`src/rtl/xbc_defines.svh`:
```
`ifndef XBC_DEFINES_SVH
`define XBC_DEFINES_SVH

// System clock period
`define XBC_CLK_SYS_NS     40
// Each half of the generated programming clock
`define XBC_SCLK_HALF_NS   160
// Width of the second-rank update strobe
`define XBC_UPD_LOW_NS     160
// Width of the reset pulse sent to the switch
`define XBC_RST_LOW_NS     200

// Least times round up to whole system clocks
`define XBC_HALF_CYC ((`XBC_SCLK_HALF_NS + `XBC_CLK_SYS_NS - 1) / `XBC_CLK_SYS_NS)
`define XBC_UPD_CYC  ((`XBC_UPD_LOW_NS + `XBC_CLK_SYS_NS - 1) / `XBC_CLK_SYS_NS)
`define XBC_RST_CYC  ((`XBC_RST_LOW_NS + `XBC_CLK_SYS_NS - 1) / `XBC_CLK_SYS_NS)

// Matrix layout
`define XBC_NUM_OUTPUTS    8
`define XBC_FIELD_BITS     5
`define XBC_ENABLE_POS     4
`define XBC_TOTAL_BITS     40
`define XBC_LAST_OUTPUT    3'h7
`define XBC_LAST_BIT       6'h27

`endif

```
`src/rtl/xbc_pkg.sv`:
```
package xbc_pkg;

    // One-hot sequencer states
    typedef enum logic [10:0] {
        ST_IDLE   = 11'h001,
        ST_SETUP  = 11'h002,
        ST_FETCH  = 11'h004,
        ST_PUT    = 11'h008,
        ST_LO     = 11'h010,
        ST_UPD    = 11'h020,
        ST_FIN    = 11'h040,
        ST_PSETUP = 11'h080,
        ST_PLO    = 11'h100,
        ST_PHI    = 11'h200,
        ST_RST    = 11'h400
    } xbc_state_t;

    typedef logic [4:0] xbc_field_t;
    typedef logic [2:0] xbc_index_t;
    typedef logic [3:0] xbc_tmr_t;
    typedef logic [5:0] xbc_bitcnt_t;

endpackage

```
`src/rtl/xbc_sync2.sv`:
```
`timescale 1ns/1ns
`default_nettype none

module xbc_sync2 (
    input  wire logic CLK_SYS_IN,
    input  wire logic NRST_IN,
    input  wire logic ASYNC_IN,
    output logic      SYNC_OUT
);

    logic meta_reg;

    // Two stages; the first is read only by the second
    always_ff @(posedge CLK_SYS_IN) begin
        if (!NRST_IN) begin
            meta_reg <= 1'b0;
            SYNC_OUT <= 1'b0;
        end else begin
            meta_reg <= ASYNC_IN;
            SYNC_OUT <= meta_reg;
        end
    end

endmodule

`default_nettype wire

```
`src/rtl/xbc_cfg_mem.sv`:
```
`timescale 1ns/1ns
`default_nettype none

`include "xbc_defines.svh"

module xbc_cfg_mem (
    input  wire logic               CLK_SYS_IN,
    input  wire logic               NRST_IN,
    input  wire logic               WR_IN,
    input  wire xbc_pkg::xbc_index_t WR_ADDR_IN,
    input  wire xbc_pkg::xbc_field_t WR_DATA_IN,
    input  wire xbc_pkg::xbc_index_t RD_ADDR_IN,
    output xbc_pkg::xbc_field_t      RD_DATA_OUT
);

    xbc_pkg::xbc_field_t mem_reg [`XBC_NUM_OUTPUTS];

    // Cleared table means every output disabled, a safe first flush
    always_ff @(posedge CLK_SYS_IN) begin
        if (!NRST_IN) begin
            for (int i = 0; i < `XBC_NUM_OUTPUTS; i++) begin
                mem_reg[i] <= 5'h00;
            end
        end else if (WR_IN) begin
            mem_reg[WR_ADDR_IN] <= WR_DATA_IN;
        end
    end

    // Registered read, one cycle after the address
    always_ff @(posedge CLK_SYS_IN) begin
        if (!NRST_IN) begin
            RD_DATA_OUT <= 5'h00;
        end else begin
            RD_DATA_OUT <= mem_reg[RD_ADDR_IN];
        end
    end

endmodule

`default_nettype wire

```
`src/rtl/xbc_host_ctrl.sv`:
```
// Summary of operation
// - Serial loads drive mode select low throughout
// - Chip select held low for whole load
// - Data set before each falling clock; 40 bits
// - Each field goes out enable first, MSB first
// - Output seven's field first, output zero last
// - Update strobe stays high while shifting
// - Serial mode always flushes all fields first
// - One chip select line frames every load, shared by a chain
// - Chain lines shared, driven as one device
// - Chain sequence is 40 bits per device; every serial load here sends 40 bits, for one device
// - Parallel load rewrites one addressed field only
// - Parallel: mode high, update high, select low, one clock pulse low
`timescale 1ns/1ns
`default_nettype none

`include "xbc_defines.svh"

module xbc_host_ctrl (
    input  wire logic       CLK_SYS_IN,
    input  wire logic       NRST_IN,
    input  wire logic       CFG_WR_IN,
    input  wire logic [2:0] CFG_IDX_IN,
    input  wire logic       CFG_EN_IN,
    input  wire logic [3:0] CFG_SEL_IN,
    input  wire logic       SER_LOAD_IN,
    input  wire logic       PAR_LOAD_IN,
    input  wire logic       PAR_COMMIT_IN,
    input  wire logic       RESET_REQ_IN,
    input  wire logic       XB_SERIAL_OUT_IN,
    output logic            BUSY_OUT,
    output logic            DONE_OUT,
    output logic [39:0]     RDBK_OUT,
    output logic            XB_CS_N_OUT,
    output logic            XB_CLK_OUT,
    output logic            XB_UPDATE_N_OUT,
    output logic            XB_MODE_OUT,
    output logic            XB_RESET_N_OUT,
    output logic            XB_SERIAL_IN_OUT,
    output logic [2:0]      XB_OUTPUT_INDEX_OUT,
    output logic [3:0]      XB_INPUT_SELECTOR_BITS_OUT,
    output logic            XB_OUTPUT_ENABLE_BIT_OUT
);

    localparam int HALF_CYC = `XBC_HALF_CYC;
    localparam int UPD_CYC  = `XBC_UPD_CYC;
    localparam int RST_CYC  = `XBC_RST_CYC;

    xbc_pkg::xbc_state_t  state_reg;
    xbc_pkg::xbc_state_t  state_next;
    xbc_pkg::xbc_tmr_t    tmr_reg;
    xbc_pkg::xbc_tmr_t    tmr_next;
    xbc_pkg::xbc_bitcnt_t bit_cnt_reg;
    xbc_pkg::xbc_bitcnt_t bit_cnt_next;
    xbc_pkg::xbc_index_t  par_idx_reg;
    xbc_pkg::xbc_index_t  par_idx_next;
    xbc_pkg::xbc_index_t  rd_addr;
    xbc_pkg::xbc_field_t  rd_data;
    logic                 commit_reg;
    logic                 commit_next;
    logic                 sdo_sync;
    logic                 tmr_done;
    logic                 last_bit;
    logic [2:0]           bit_pos;
    logic                 clk_next;
    logic                 cs_n_next;
    logic                 upd_n_next;
    logic                 mode_next;
    logic                 rst_n_next;
    logic                 sdi_next;
    logic [39:0]          rdbk_next;
    logic [4:0]           pfield_next;

    // Output driven by a serial bit number: seven first, zero last
    function automatic xbc_pkg::xbc_index_t out_of_bit(input xbc_pkg::xbc_bitcnt_t cnt);
        out_of_bit = `XBC_LAST_OUTPUT - 3'(cnt / `XBC_FIELD_BITS);
    endfunction

    // Bit of a field by position: enable at 0, then selector high to low
    function automatic logic field_bit(input xbc_pkg::xbc_field_t f, input logic [2:0] pos);
        field_bit = f[3'(`XBC_ENABLE_POS) - pos];
    endfunction

    // Dwell of each timed state, minus one
    function automatic xbc_pkg::xbc_tmr_t tmr_load(input xbc_pkg::xbc_state_t st);
        unique case (st)
            xbc_pkg::ST_UPD: tmr_load = xbc_pkg::xbc_tmr_t'(UPD_CYC - 1);
            xbc_pkg::ST_RST: tmr_load = xbc_pkg::xbc_tmr_t'(RST_CYC - 1);
            xbc_pkg::ST_SETUP, xbc_pkg::ST_PUT, xbc_pkg::ST_LO, xbc_pkg::ST_PSETUP,
            xbc_pkg::ST_PLO, xbc_pkg::ST_PHI: tmr_load = xbc_pkg::xbc_tmr_t'(HALF_CYC - 1);
            default: tmr_load = 4'h0;
        endcase
    endfunction

    // The returning serial bit is a pin from another device
    xbc_sync2 u_sdo_sync (
        .CLK_SYS_IN (CLK_SYS_IN),
        .NRST_IN    (NRST_IN),
        .ASYNC_IN   (XB_SERIAL_OUT_IN),
        .SYNC_OUT   (sdo_sync)
    );

    // Wanted matrix setting, one field per output
    xbc_cfg_mem u_cfg_mem (
        .CLK_SYS_IN  (CLK_SYS_IN),
        .NRST_IN     (NRST_IN),
        .WR_IN       (CFG_WR_IN),
        .WR_ADDR_IN  (CFG_IDX_IN),
        .WR_DATA_IN  ({CFG_EN_IN, CFG_SEL_IN}),
        .RD_ADDR_IN  (rd_addr),
        .RD_DATA_OUT (rd_data)
    );

    // Decodes shared by sequencer and pins
    assign tmr_done = (tmr_reg == 4'h0);
    assign last_bit = (bit_cnt_reg == `XBC_LAST_BIT);
    assign bit_pos  = 3'(bit_cnt_reg % `XBC_FIELD_BITS);
    // Parallel setup keeps reading its own entry; the bit counter may point elsewhere
    assign rd_addr  = (state_reg == xbc_pkg::ST_IDLE) ? CFG_IDX_IN
                    : (state_reg == xbc_pkg::ST_PSETUP) ? par_idx_reg
                    : out_of_bit(bit_cnt_reg);

    // Sequencer; requests are only taken in idle, reset first
    always_comb begin
        state_next = state_reg;
        unique case (state_reg)
            xbc_pkg::ST_IDLE: begin
                if (RESET_REQ_IN) begin
                    state_next = xbc_pkg::ST_RST;
                end else if (SER_LOAD_IN) begin
                    state_next = xbc_pkg::ST_SETUP;
                end else if (PAR_LOAD_IN) begin
                    state_next = xbc_pkg::ST_PSETUP;
                end
            end
            xbc_pkg::ST_SETUP: if (tmr_done) state_next = xbc_pkg::ST_FETCH;
            xbc_pkg::ST_FETCH: state_next = xbc_pkg::ST_PUT;
            xbc_pkg::ST_PUT: if (tmr_done) state_next = xbc_pkg::ST_LO;
            xbc_pkg::ST_LO: begin
                if (tmr_done) begin
                    state_next = last_bit ? xbc_pkg::ST_UPD : xbc_pkg::ST_FETCH;
                end
            end
            xbc_pkg::ST_UPD: if (tmr_done) state_next = xbc_pkg::ST_FIN;
            xbc_pkg::ST_FIN: state_next = xbc_pkg::ST_IDLE;
            xbc_pkg::ST_PSETUP: if (tmr_done) state_next = xbc_pkg::ST_PLO;
            xbc_pkg::ST_PLO: if (tmr_done) state_next = xbc_pkg::ST_PHI;
            xbc_pkg::ST_PHI: begin
                if (tmr_done) begin
                    state_next = commit_reg ? xbc_pkg::ST_UPD : xbc_pkg::ST_FIN;
                end
            end
            xbc_pkg::ST_RST: if (tmr_done) state_next = xbc_pkg::ST_FIN;
            default: state_next = xbc_pkg::ST_IDLE;
        endcase
    end

    // Timer reloads on each state change, else counts to zero
    assign tmr_next = (state_next != state_reg) ? tmr_load(state_next)
                    : (tmr_done ? 4'h0 : tmr_reg - 4'h1);

    // Bit counter runs 0..39 across one serial flush
    assign bit_cnt_next = (state_reg == xbc_pkg::ST_SETUP) ? 6'h00
                        : (state_reg == xbc_pkg::ST_LO && tmr_done && !last_bit)
                          ? bit_cnt_reg + 6'h01 : bit_cnt_reg;

    // Parallel target and commit choice caught with the request
    assign par_idx_next = (state_reg == xbc_pkg::ST_IDLE) ? CFG_IDX_IN : par_idx_reg;
    assign commit_next  = (state_reg == xbc_pkg::ST_IDLE) ? PAR_COMMIT_IN : commit_reg;

    // Pin levels follow the next state, so pins match state_reg
    assign clk_next   = !(state_next == xbc_pkg::ST_LO || state_next == xbc_pkg::ST_PLO);
    assign cs_n_next  = (state_next == xbc_pkg::ST_IDLE || state_next == xbc_pkg::ST_FIN
                        || state_next == xbc_pkg::ST_RST);
    assign upd_n_next = (state_next != xbc_pkg::ST_UPD);
    assign rst_n_next = (state_next != xbc_pkg::ST_RST);
    assign mode_next  = (state_next == xbc_pkg::ST_SETUP) ? 1'b0
                      : (state_next == xbc_pkg::ST_PSETUP) ? 1'b1
                      : XB_MODE_OUT;

    // Serial bit changes only while the clock is high
    assign sdi_next = (state_reg == xbc_pkg::ST_PUT) ? field_bit(rd_data, bit_pos)
                                                      : XB_SERIAL_IN_OUT;

    // Parallel field placed while the clock is still high
    assign pfield_next = (state_reg == xbc_pkg::ST_PSETUP) ? rd_data
                       : {XB_OUTPUT_ENABLE_BIT_OUT, XB_INPUT_SELECTOR_BITS_OUT};

    // Old register contents come back MSB first, caught before each fall
    assign rdbk_next = (state_reg == xbc_pkg::ST_PUT && tmr_done)
                     ? {RDBK_OUT[38:0], sdo_sync} : RDBK_OUT;

    // Sequencer state
    always_ff @(posedge CLK_SYS_IN) begin
        if (!NRST_IN) begin
            state_reg   <= xbc_pkg::ST_IDLE;
            tmr_reg     <= 4'h0;
            bit_cnt_reg <= 6'h00;
            par_idx_reg <= 3'h0;
            commit_reg  <= 1'b0;
        end else begin
            state_reg   <= state_next;
            tmr_reg     <= tmr_next;
            bit_cnt_reg <= bit_cnt_next;
            par_idx_reg <= par_idx_next;
            commit_reg  <= commit_next;
        end
    end

    // Pins idle with clock and strobes high; one set of lines serves one device, 40 bits per serial load
    always_ff @(posedge CLK_SYS_IN) begin
        if (!NRST_IN) begin
            XB_CLK_OUT       <= 1'b1;
            XB_CS_N_OUT      <= 1'b1;
            XB_UPDATE_N_OUT  <= 1'b1;
            XB_RESET_N_OUT   <= 1'b1;
            XB_MODE_OUT      <= 1'b0;
            XB_SERIAL_IN_OUT <= 1'b0;
        end else begin
            XB_CLK_OUT       <= clk_next;
            XB_CS_N_OUT      <= cs_n_next;
            XB_UPDATE_N_OUT  <= upd_n_next;
            XB_RESET_N_OUT   <= rst_n_next;
            XB_MODE_OUT      <= mode_next;
            XB_SERIAL_IN_OUT <= sdi_next;
        end
    end

    // Parallel lines and user status
    always_ff @(posedge CLK_SYS_IN) begin
        if (!NRST_IN) begin
            XB_OUTPUT_INDEX_OUT        <= 3'h0;
            XB_INPUT_SELECTOR_BITS_OUT <= 4'h0;
            XB_OUTPUT_ENABLE_BIT_OUT   <= 1'b0;
            BUSY_OUT                   <= 1'b0;
            DONE_OUT                   <= 1'b0;
            RDBK_OUT                   <= 40'h00_0000_0000;
        end else begin
            XB_OUTPUT_INDEX_OUT        <= par_idx_next;
            {XB_OUTPUT_ENABLE_BIT_OUT, XB_INPUT_SELECTOR_BITS_OUT} <= pfield_next;
            BUSY_OUT                   <= (state_next != xbc_pkg::ST_IDLE);
            DONE_OUT                   <= (state_next == xbc_pkg::ST_FIN);
            RDBK_OUT                   <= rdbk_next;
        end
    end

    // Checking helpers: falling clock edges seen in one serial flush
    logic [5:0] fall_cnt_reg;
    logic       in_shift;
    logic       in_par;

    assign in_shift = (state_reg == xbc_pkg::ST_FETCH || state_reg == xbc_pkg::ST_PUT
                       || state_reg == xbc_pkg::ST_LO);
    assign in_par   = (state_reg == xbc_pkg::ST_PSETUP || state_reg == xbc_pkg::ST_PLO
                       || state_reg == xbc_pkg::ST_PHI);

    always_ff @(posedge CLK_SYS_IN) begin
        if (!NRST_IN || state_reg == xbc_pkg::ST_SETUP) begin
            fall_cnt_reg <= 6'h00;
        end else if (XB_CLK_OUT && !clk_next) begin
            fall_cnt_reg <= fall_cnt_reg + 6'h01;
        end
    end
endmodule

`default_nettype wire

```
`config.mk`:
```
export PLATFORM = sky130hd
export DESIGN_NAME = xbc_host_ctrl
export DESIGN_NICKNAME = d
export VERILOG_FILES = /design/src/rtl/xbc_pkg.sv /design/src/rtl/xbc_sync2.sv /design/src/rtl/xbc_cfg_mem.sv /design/src/rtl/xbc_host_ctrl.sv
export VERILOG_INCLUDE_DIRS = /design/src /design/src/rtl
export SDC_FILE = /design/constraint.sdc
export NUM_CORES = 1
export LEC_CHECK = 0
export BUFFER_PORTS_ARGS = -buffer_cell sky130_fd_sc_hd__buf_2
export CAP_MARGIN = 20
export CORE_UTILIZATION = 25
export DETAILED_ROUTE_END_ITERATION = 7
export PLACE_DENSITY = 0.41
export SYNTH_ARGS = -nofsm -noshare
export SYNTH_HDL_FRONTEND = slang
export SYNTH_HIERARCHICAL = 1
export SYNTH_SLANG_ARGS = --single-unit
```
`constraint.sdc`:
```
create_clock -name CLK_SYS_IN -period 8 [get_ports CLK_SYS_IN]
set_input_delay 0.8 -clock CLK_SYS_IN [delete_from_list [all_inputs] [get_ports CLK_SYS_IN]]
set_output_delay 0.8 -clock CLK_SYS_IN [all_outputs]
set_load 0.05 [all_outputs]
```
==> summary.md, run 1 <==
| Metric | Value |
|---|---|
| DR pass1 iterations | 5 |
| Largest net degree at the start of global routing | 55 |
| Core Area | 23600 sq um |
| Dpl cell area | 6690 sq um |
| Worst Path Arrival | around 6.6 ns |
| Cts hold-fix bufs | 0 |
| Crit path launch | bit_cnt_reg[3] |
| Outcome | finished, final reports clean |
| Final hold vios | 0 |
| RSZ-0062 raised after global routing | no |
| Clock-pin slew of the registers on the worst-case setup and hold paths | 0.06 ns |
| Leading area contributor after synthesis | dfxtp_1 |
| Worst EP required | 8.28 ns |
| Min Tclk post-route | 6.34 ns |
| Post-Synthesis Cells | ~650 |
| Vias per cell | 4.60 |
| Setup CP Type | register to register |
| Worst Tran Pin Value | about 0.9 ns |
| Primary FF master, synth | dfxtp_1 |
| Reg-to-Reg Start | bit_cnt_reg[3] |
| Post-synth top area share | 0.281 |
| FF+latch count, synth | 125 |
| Remaining DRCs | 0 |
| Cts bufs inserted | 17 |
| Final setup viols | 0 |
| Placed cells | 1010 |
| Initial Utilization | 0.257 |
| All-Layer GR Usage | 0.127 |
| Startpoint Class | register |
| Post-route cell area | roughly 7300 sq um |
| Clk_lat worst skew | 0.42 ns |
| Max Cap Violations | 0 |
| CTS tree | done |
| Worst vdd ir | 0.131 mV |
| IO Port Bufs | 71 |
| Die footprint | 24900 sq um |
| Initial DRC Count | 296 |
| Distinct cells, synth | 71 |
| Final setup TNS | 0 ns |
| Clock Sinks | roughly 130 |
| Leading cell type in the layout, fill and taps excluded | nand2_1 |
| Row count | 56 |
| Slew HR | 0.378 |
| Initial antenna violation count | 0 |
| Vias in the first global route | 4528 |
| I/O pins | 72 |
| Fin cells | 1042 |
| Die height | 158 microns |
| Synth top area cells | dfxtp_1 (28%), edfxtp_1 (20%), nand2_1 (6.9%) |
| Crit end category | register |
| # fillers | 2481 |
| Die width | 158 microns |
| HP Class | register to register |
| Final ANT Viol Nets | 0 |
| Achievable Freq | 0.158 GHz |
| Post-route worst setup slack | between 1.5 and 2 ns |
| Vias post-DR | 4791 |
| Synth Area per Inst | 9.37 sq um |
| Post-synthesis cell area | 6060 sq um |
| FFs w/ async S/R, synth | 0 |
| Total gr overflow | 0 |
| Final Slew Violations | 0 |
| Clock root buffer | clkbuf_16 |
| Nets@finish | 735 |
| HPWL Detailed | between 10000 and 15000 microns |
| Synth Warn # | 6 |
| Longest Clk Path Bufs | 2 |
| Wire length per cell | 14.6 microns |
| First-pass GRT wire length | 24000 microns |
| Sequential area share after synthesis | 0.479 |
| Hold slack | 0.441 ns |
| Multi-input logic area | between 2000 and 3000 sq um |
| Pwr dens | 224 nW/um^2 |
| Period utilization | 0.793 |
| P&R area growth vs syn | 19.6% |
| Mapped Nets | 672 |
| GP Congestion | 0.794 |
| Crit Path Max Fanout | 21 |
| Clock Skew | approximately 0.0072 ns |
| Final WL | 15200 microns |
| Layout cells sized above 1 | 0.189 |
| P_leak | 2.77 nW |
| Dpl ws | 1.67 ns |
| Hold Startpoint | u_sdo_sync/meta_reg |
| Commonest non-fill, non-tap cells in the layout | nand2_1 (111), dfxtp_1 (85), buf_2 (71) |
| H-tree depth | 4 |
| CTS resizes | 0 |
| Register area | roughly 2900 sq um |
| Post-CTS setup repair buffer count | 0 |
| Antenna cells | 0 |
| Post-synth EDFFs | 40 |
routing by layer:
| layer | up-vias | part of all wire | track usage | wire (microns) |
|---|---|---|---|---|
| met4 | 0 | 0.015 | 0.0518 | 227 |
| met1 | 2272 | 0.46 | 0.163 | 7020 |
| met2 | 91 | 0.49 | 0.203 | 7410 |
| met5 | - | 0 | 0 | 0 |
| met3 | 21 | 0.034 | 0.0331 | 521 |
| li1 | 2407 | - | - | - |
worst max-delay path: stages, from the launching register on:
cell and delay, ns:
dfxtp_1 0.78, nor2_1 0.19, inv_1 0.12, ha_1 0.29, o21bai_1 0.23, a221oi_4 0.40, nand3_4 0.20, xnor2_2 0.20
ha_1 0.27, nor2_1 0.28, nor3_1 0.07, o21ai_0 0.18, nand4_1 0.26, nor2_1 0.20, xnor2_1 0.20, ha_1 0.30
nand2b_1 0.07, a211o_1 0.41, mux2_2 0.31, ha_1 0.22, nand2b_1 0.11, a211oi_1 0.07, a311oi_1 0.24, o311ai_0 0.24
a31oi_1 0.25, o41ai_2 0.09
cell usage after synthesis, types with 4 or more instances:
cell        n
nand2_1   111
nor4_1      6
nand2b_1   11
inv_1      10
dfxtp_1    85
nor3_1     14
nand3b_1    6
and3_1      4
a21oi_1    65
buf_6       5
and2_1     47
xnor2_1     7
or2_2       4
ha_1        9
a21o_1      4
mux4_2     10
nor3b_1     4
edfxtp_1   40
mux2i_1    14
nand3_1    17
nand4_1     4
nor2_1     57
o21ai_0    23
clkbuf_1   22
path summary, 6_finish.rpt:
path | to | slack, ns | cells after the start
max reg2reg | XB_SERIAL_IN_OUT | 1.66 | 25
min | u_sdo_sync/SYNC_OUT | 0.44 | 1
max | XB_SERIAL_IN_OUT | 1.66 | 25
min reg2reg | u_sdo_sync/SYNC_OUT | 0.44 | 1
cell type report:
class                   count  area share
inverters                  12     0.00621
well taps                 319      0.0550
clock inverters            12      0.0167
flip-flops and latches    125       0.400
repair buffers             77      0.0552
multi-input cells         477       0.406
clock buffers              20      0.0602
logic make-up after synthesis:
kind of cell | Yosys count | synth area share
and+or+nand+nor | 307 | 0.254
DFF | 125 | 0.479
AOI/OAI and AO/OA | 123 | 0.129
buffers and inverters | 45 | 0.0355
muxes | 27 | 0.0671
xor gates and xnor gates | 11 | 0.0171
adders and majority gates | 9 | 0.0186
power by group:
| group | switching, mW | internal (mW) |
|---|---|---|
| sequential | 0.0205 | 0.685 |
| combinational | 0.109 | 0.0724 |
| clock | 0.280 | 0.455 |
| total | 0.409 | 1.21 |
per-stage QoR:
step / power (mW) / utilization
global route: 1.69 / 0.307
global placement: 0.902 / 0.283
detailed placement: 0.905 / 0.283
finish: 1.62 / 0.307
CTS: 1.65 / 0.307
floorplan: 0.850 / -
(Power assumes the default switching activity.)
==> inputs of run 2 (changes only) <==
clock period = 6.1 ns   (was 8 ns; I/O delays follow)
==> run 2 against run 1 <==
First-iteration DRC count down 26%. Final cell count up 0.48%. Die area unchanged. Count of clock-buffer cells in the layout up 5. Sequential power up 31%. Critical endpoint unchanged. Largest cell class unchanged. Highest routed layer unchanged.
==> summary.md, run 2 (same netlist as run 1, synthesis figures left out) <==
| Metric | Value |
|---|---|
| All-Layer GR Usage | 0.127 (-0.000391) |
| Initial antenna violation count | 0 (unchanged) |
| Row count | 56 (unchanged) |
| Antenna cells | 0 (unchanged) |
| Crit Path Max Fanout | 7 (-67%) |
| Total gr overflow | 0 (unchanged) |
| CTS tree | done |
| Clock root buffer | clkbuf_16 |
| Slew HR | 0.426 (+0.0486) |
| Final Slew Violations | 0 (unchanged) |
| Core Area | 23600 sq um (unchanged) |
| DR pass1 iterations | 6 (+1) |
| Crit path buf inv count | 1 (unchanged) |
| Post-CTS setup repair buffer count | 0 (unchanged) |
| RSZ-0062 raised after global routing | no |
| Layout cells sized above 1 | 0.201 (+0.0111) |
| Remaining DRCs | 0 (unchanged) |
| Fin cells | 1047 (+0.48%) |
| Worst Tran Pin Value | 0.858 ns (-0.0654 ns) |
| Vias per cell | 4.54 (-1.2%) |
| Longest Clk Path Bufs | 2 (unchanged) |
| First-pass GRT wire length | 24000 microns (+0.20%) |
| Worst Path Arrival | 5.93 ns (-0.69 ns) |
| Max stage delay on crit path | 0.40 ns (-0.38 ns) |
| Nets@finish | 740 (+0.68%) |
| HPWL Detailed | 11000 microns (+0.69%) |
| Clk_lat worst skew | 0.41 ns (about the same) |
| Final hold vios | 0 (unchanged) |
| Vias in the first global route | 4483 (-0.99%) |
| Core Util, Final | 0.309 (+0.00217) |
| Most Frequent Cell on Critical Path | ha_1 |
| Cell family with most CP delay | compound AO/OA/AOI/OAI gates |
| Max Cap Violations | 0 (unchanged) |
| Post-route worst setup slack | 0.449 ns (-1.21 ns) |
| Clock Skew | 0.00818 ns (+0.00102 ns) |
| Pwr dens | 290 nW/um^2 (+30%) |
| Slowest stage cell, crit path | a211o_1 |
| Placed cells | 1015 (+0.50%) |
| IO Port Bufs | 71 (unchanged) |
| Vias post-DR | 4754 (-0.77%) |
| Initial DRC Count | 220 (-26%) |
| Final setup viols | 0 (unchanged) |
| Largest net degree at the start of global routing | 56 (+1.8%) |
| Die footprint | 24900 sq um (unchanged) |
| Min Tclk post-route | 5.65 ns (-0.694 ns) |
| Worst EP required | 6.38 ns (-1.90 ns) |
| Hold slack | 0.410 ns (-0.0316 ns) |
| Final WL | 15200 microns (+0.34%) |
| Outcome | finished, final reports clean |
| HP Class | input pin to register |
| Dpl ws | 0.362 ns (-1.31 ns) |
| Setup CP Type | register to register |
| Achievable Freq | 0.177 GHz (+12%) |
| Crit end category | register |
| Startpoint Class | register |
| Worst vdd ir | 0.175 mV (+34%) |
| Final setup TNS | 0 ns (unchanged) |
| I/O pins | 72 (unchanged) |
| Die height | 158 microns (unchanged) |
| P&R area growth vs syn | 20.5% |
| GP Congestion | 0.806 (+1.5%) |
| P_leak | 2.80 nW (+1.1%) |
| Initial Utilization | 0.257 (unchanged) |
| Cts bufs inserted | 17 (unchanged) |
| Die width | 158 microns (unchanged) |
| Leading cell type in the layout, fill and taps excluded | nand2_1 |
| Commonest non-fill, non-tap cells in the layout | nand2_1 (111), dfxtp_1 (85), buf_2 (71) |
| Final ANT Viol Nets | 0 (unchanged) |
| Clock Sinks | 125 (unchanged) |
| Period utilization | 0.926 (+0.133) |
| Clock-pin slew of the registers on the worst-case setup and hold paths | 0.05 ns (about the same) |
| H-tree depth | 4 (unchanged) |
| Wire length per cell | 14.5 microns (-0.14%) |
run 2: cell types whose count changed in the layout (fill, tap and decap cells not counted), moves of 2 or more:
| cell | previous run | this run |
|---|---|---|
| buf_4 | 6 | 11 |
| clkinv_1 | 3 | 1 |
| clkbuf_8 | 0 | 4 |
| clkinv_4 | 2 | 0 |
run 2: metrics by stage:
step	instance area, sq um	power (mW)
detailed placement	6740	1.19
floorplan	6060	1.11
CTS	7300	2.15
finish	7300	2.12
global route	7300	2.21
global placement	6740	1.19
run 2: area by class of cell:
cell class,instances,area [sq um]
multi-input combinational,477,2960
fill,2492,16300
sequential,125,2900
clock buffer,25,495
tap,319,399
inverter,12,45.0
timing repair buffer,82,438
clock inverter,7,65.1
run 2: worst register-to-register path, cell delays in order (launching register included):
cell	delay, ns
dfxtp_1	0.30
nor2_1	0.22
inv_1	0.09
ha_1	0.34
o21bai_1	0.24
a221oi_4	0.39
nand3_4	0.20
xnor2_2	0.20
ha_1	0.25
nor2_2	0.20
nor3_1	0.06
o21ai_0	0.16
nand4_1	0.14
nor2_1	0.15
xnor2_1	0.20
ha_2	0.29
nand2b_1	0.07
a211o_1	0.40
mux2_2	0.31
ha_1	0.22
nand2b_1	0.10
a211oi_1	0.08
a311oi_1	0.29
o311ai_0	0.25
a31oi_1	0.26
o41ai_2	0.10
run 2: worst paths after layout:
path                  startpoint                   to  slack, ns  cells past startpoint
max               bit_cnt_reg[3]     XB_SERIAL_IN_OUT       0.45                     25
min             XB_SERIAL_OUT_IN  u_sdo_sync/meta_reg       0.41                      2
max reg2reg       bit_cnt_reg[3]     XB_SERIAL_IN_OUT       0.45                     25
min reg2reg  u_sdo_sync/SYNC_OUT          RDBK_OUT[0]       0.44                      2
run 2: per-layer routing:
layer / vias up / wire length (microns) / GRT usage
li1: 2422 / - / -
met1: 2236 / 7080 / 0.162
met2: 81 / 7410 / 0.206
met3: 15 / 531 / 0.0331
met4: 0 / 210 / 0.0439
met5: - / 0 / 0
run 2: what timing repair did:
item / in CTS / in global routing
gates resized for setup: 0 / 2
hold buffers: 0 / 0
setup endpoints to repair: 0 / 1
run 2: power breakdown:
group          switching [mW]  total [mW]  internal [mW]
clock network           0.352       0.952          0.600
registers              0.0272       0.925          0.898
logic                   0.147       0.244         0.0970
total                   0.526        2.12           1.60
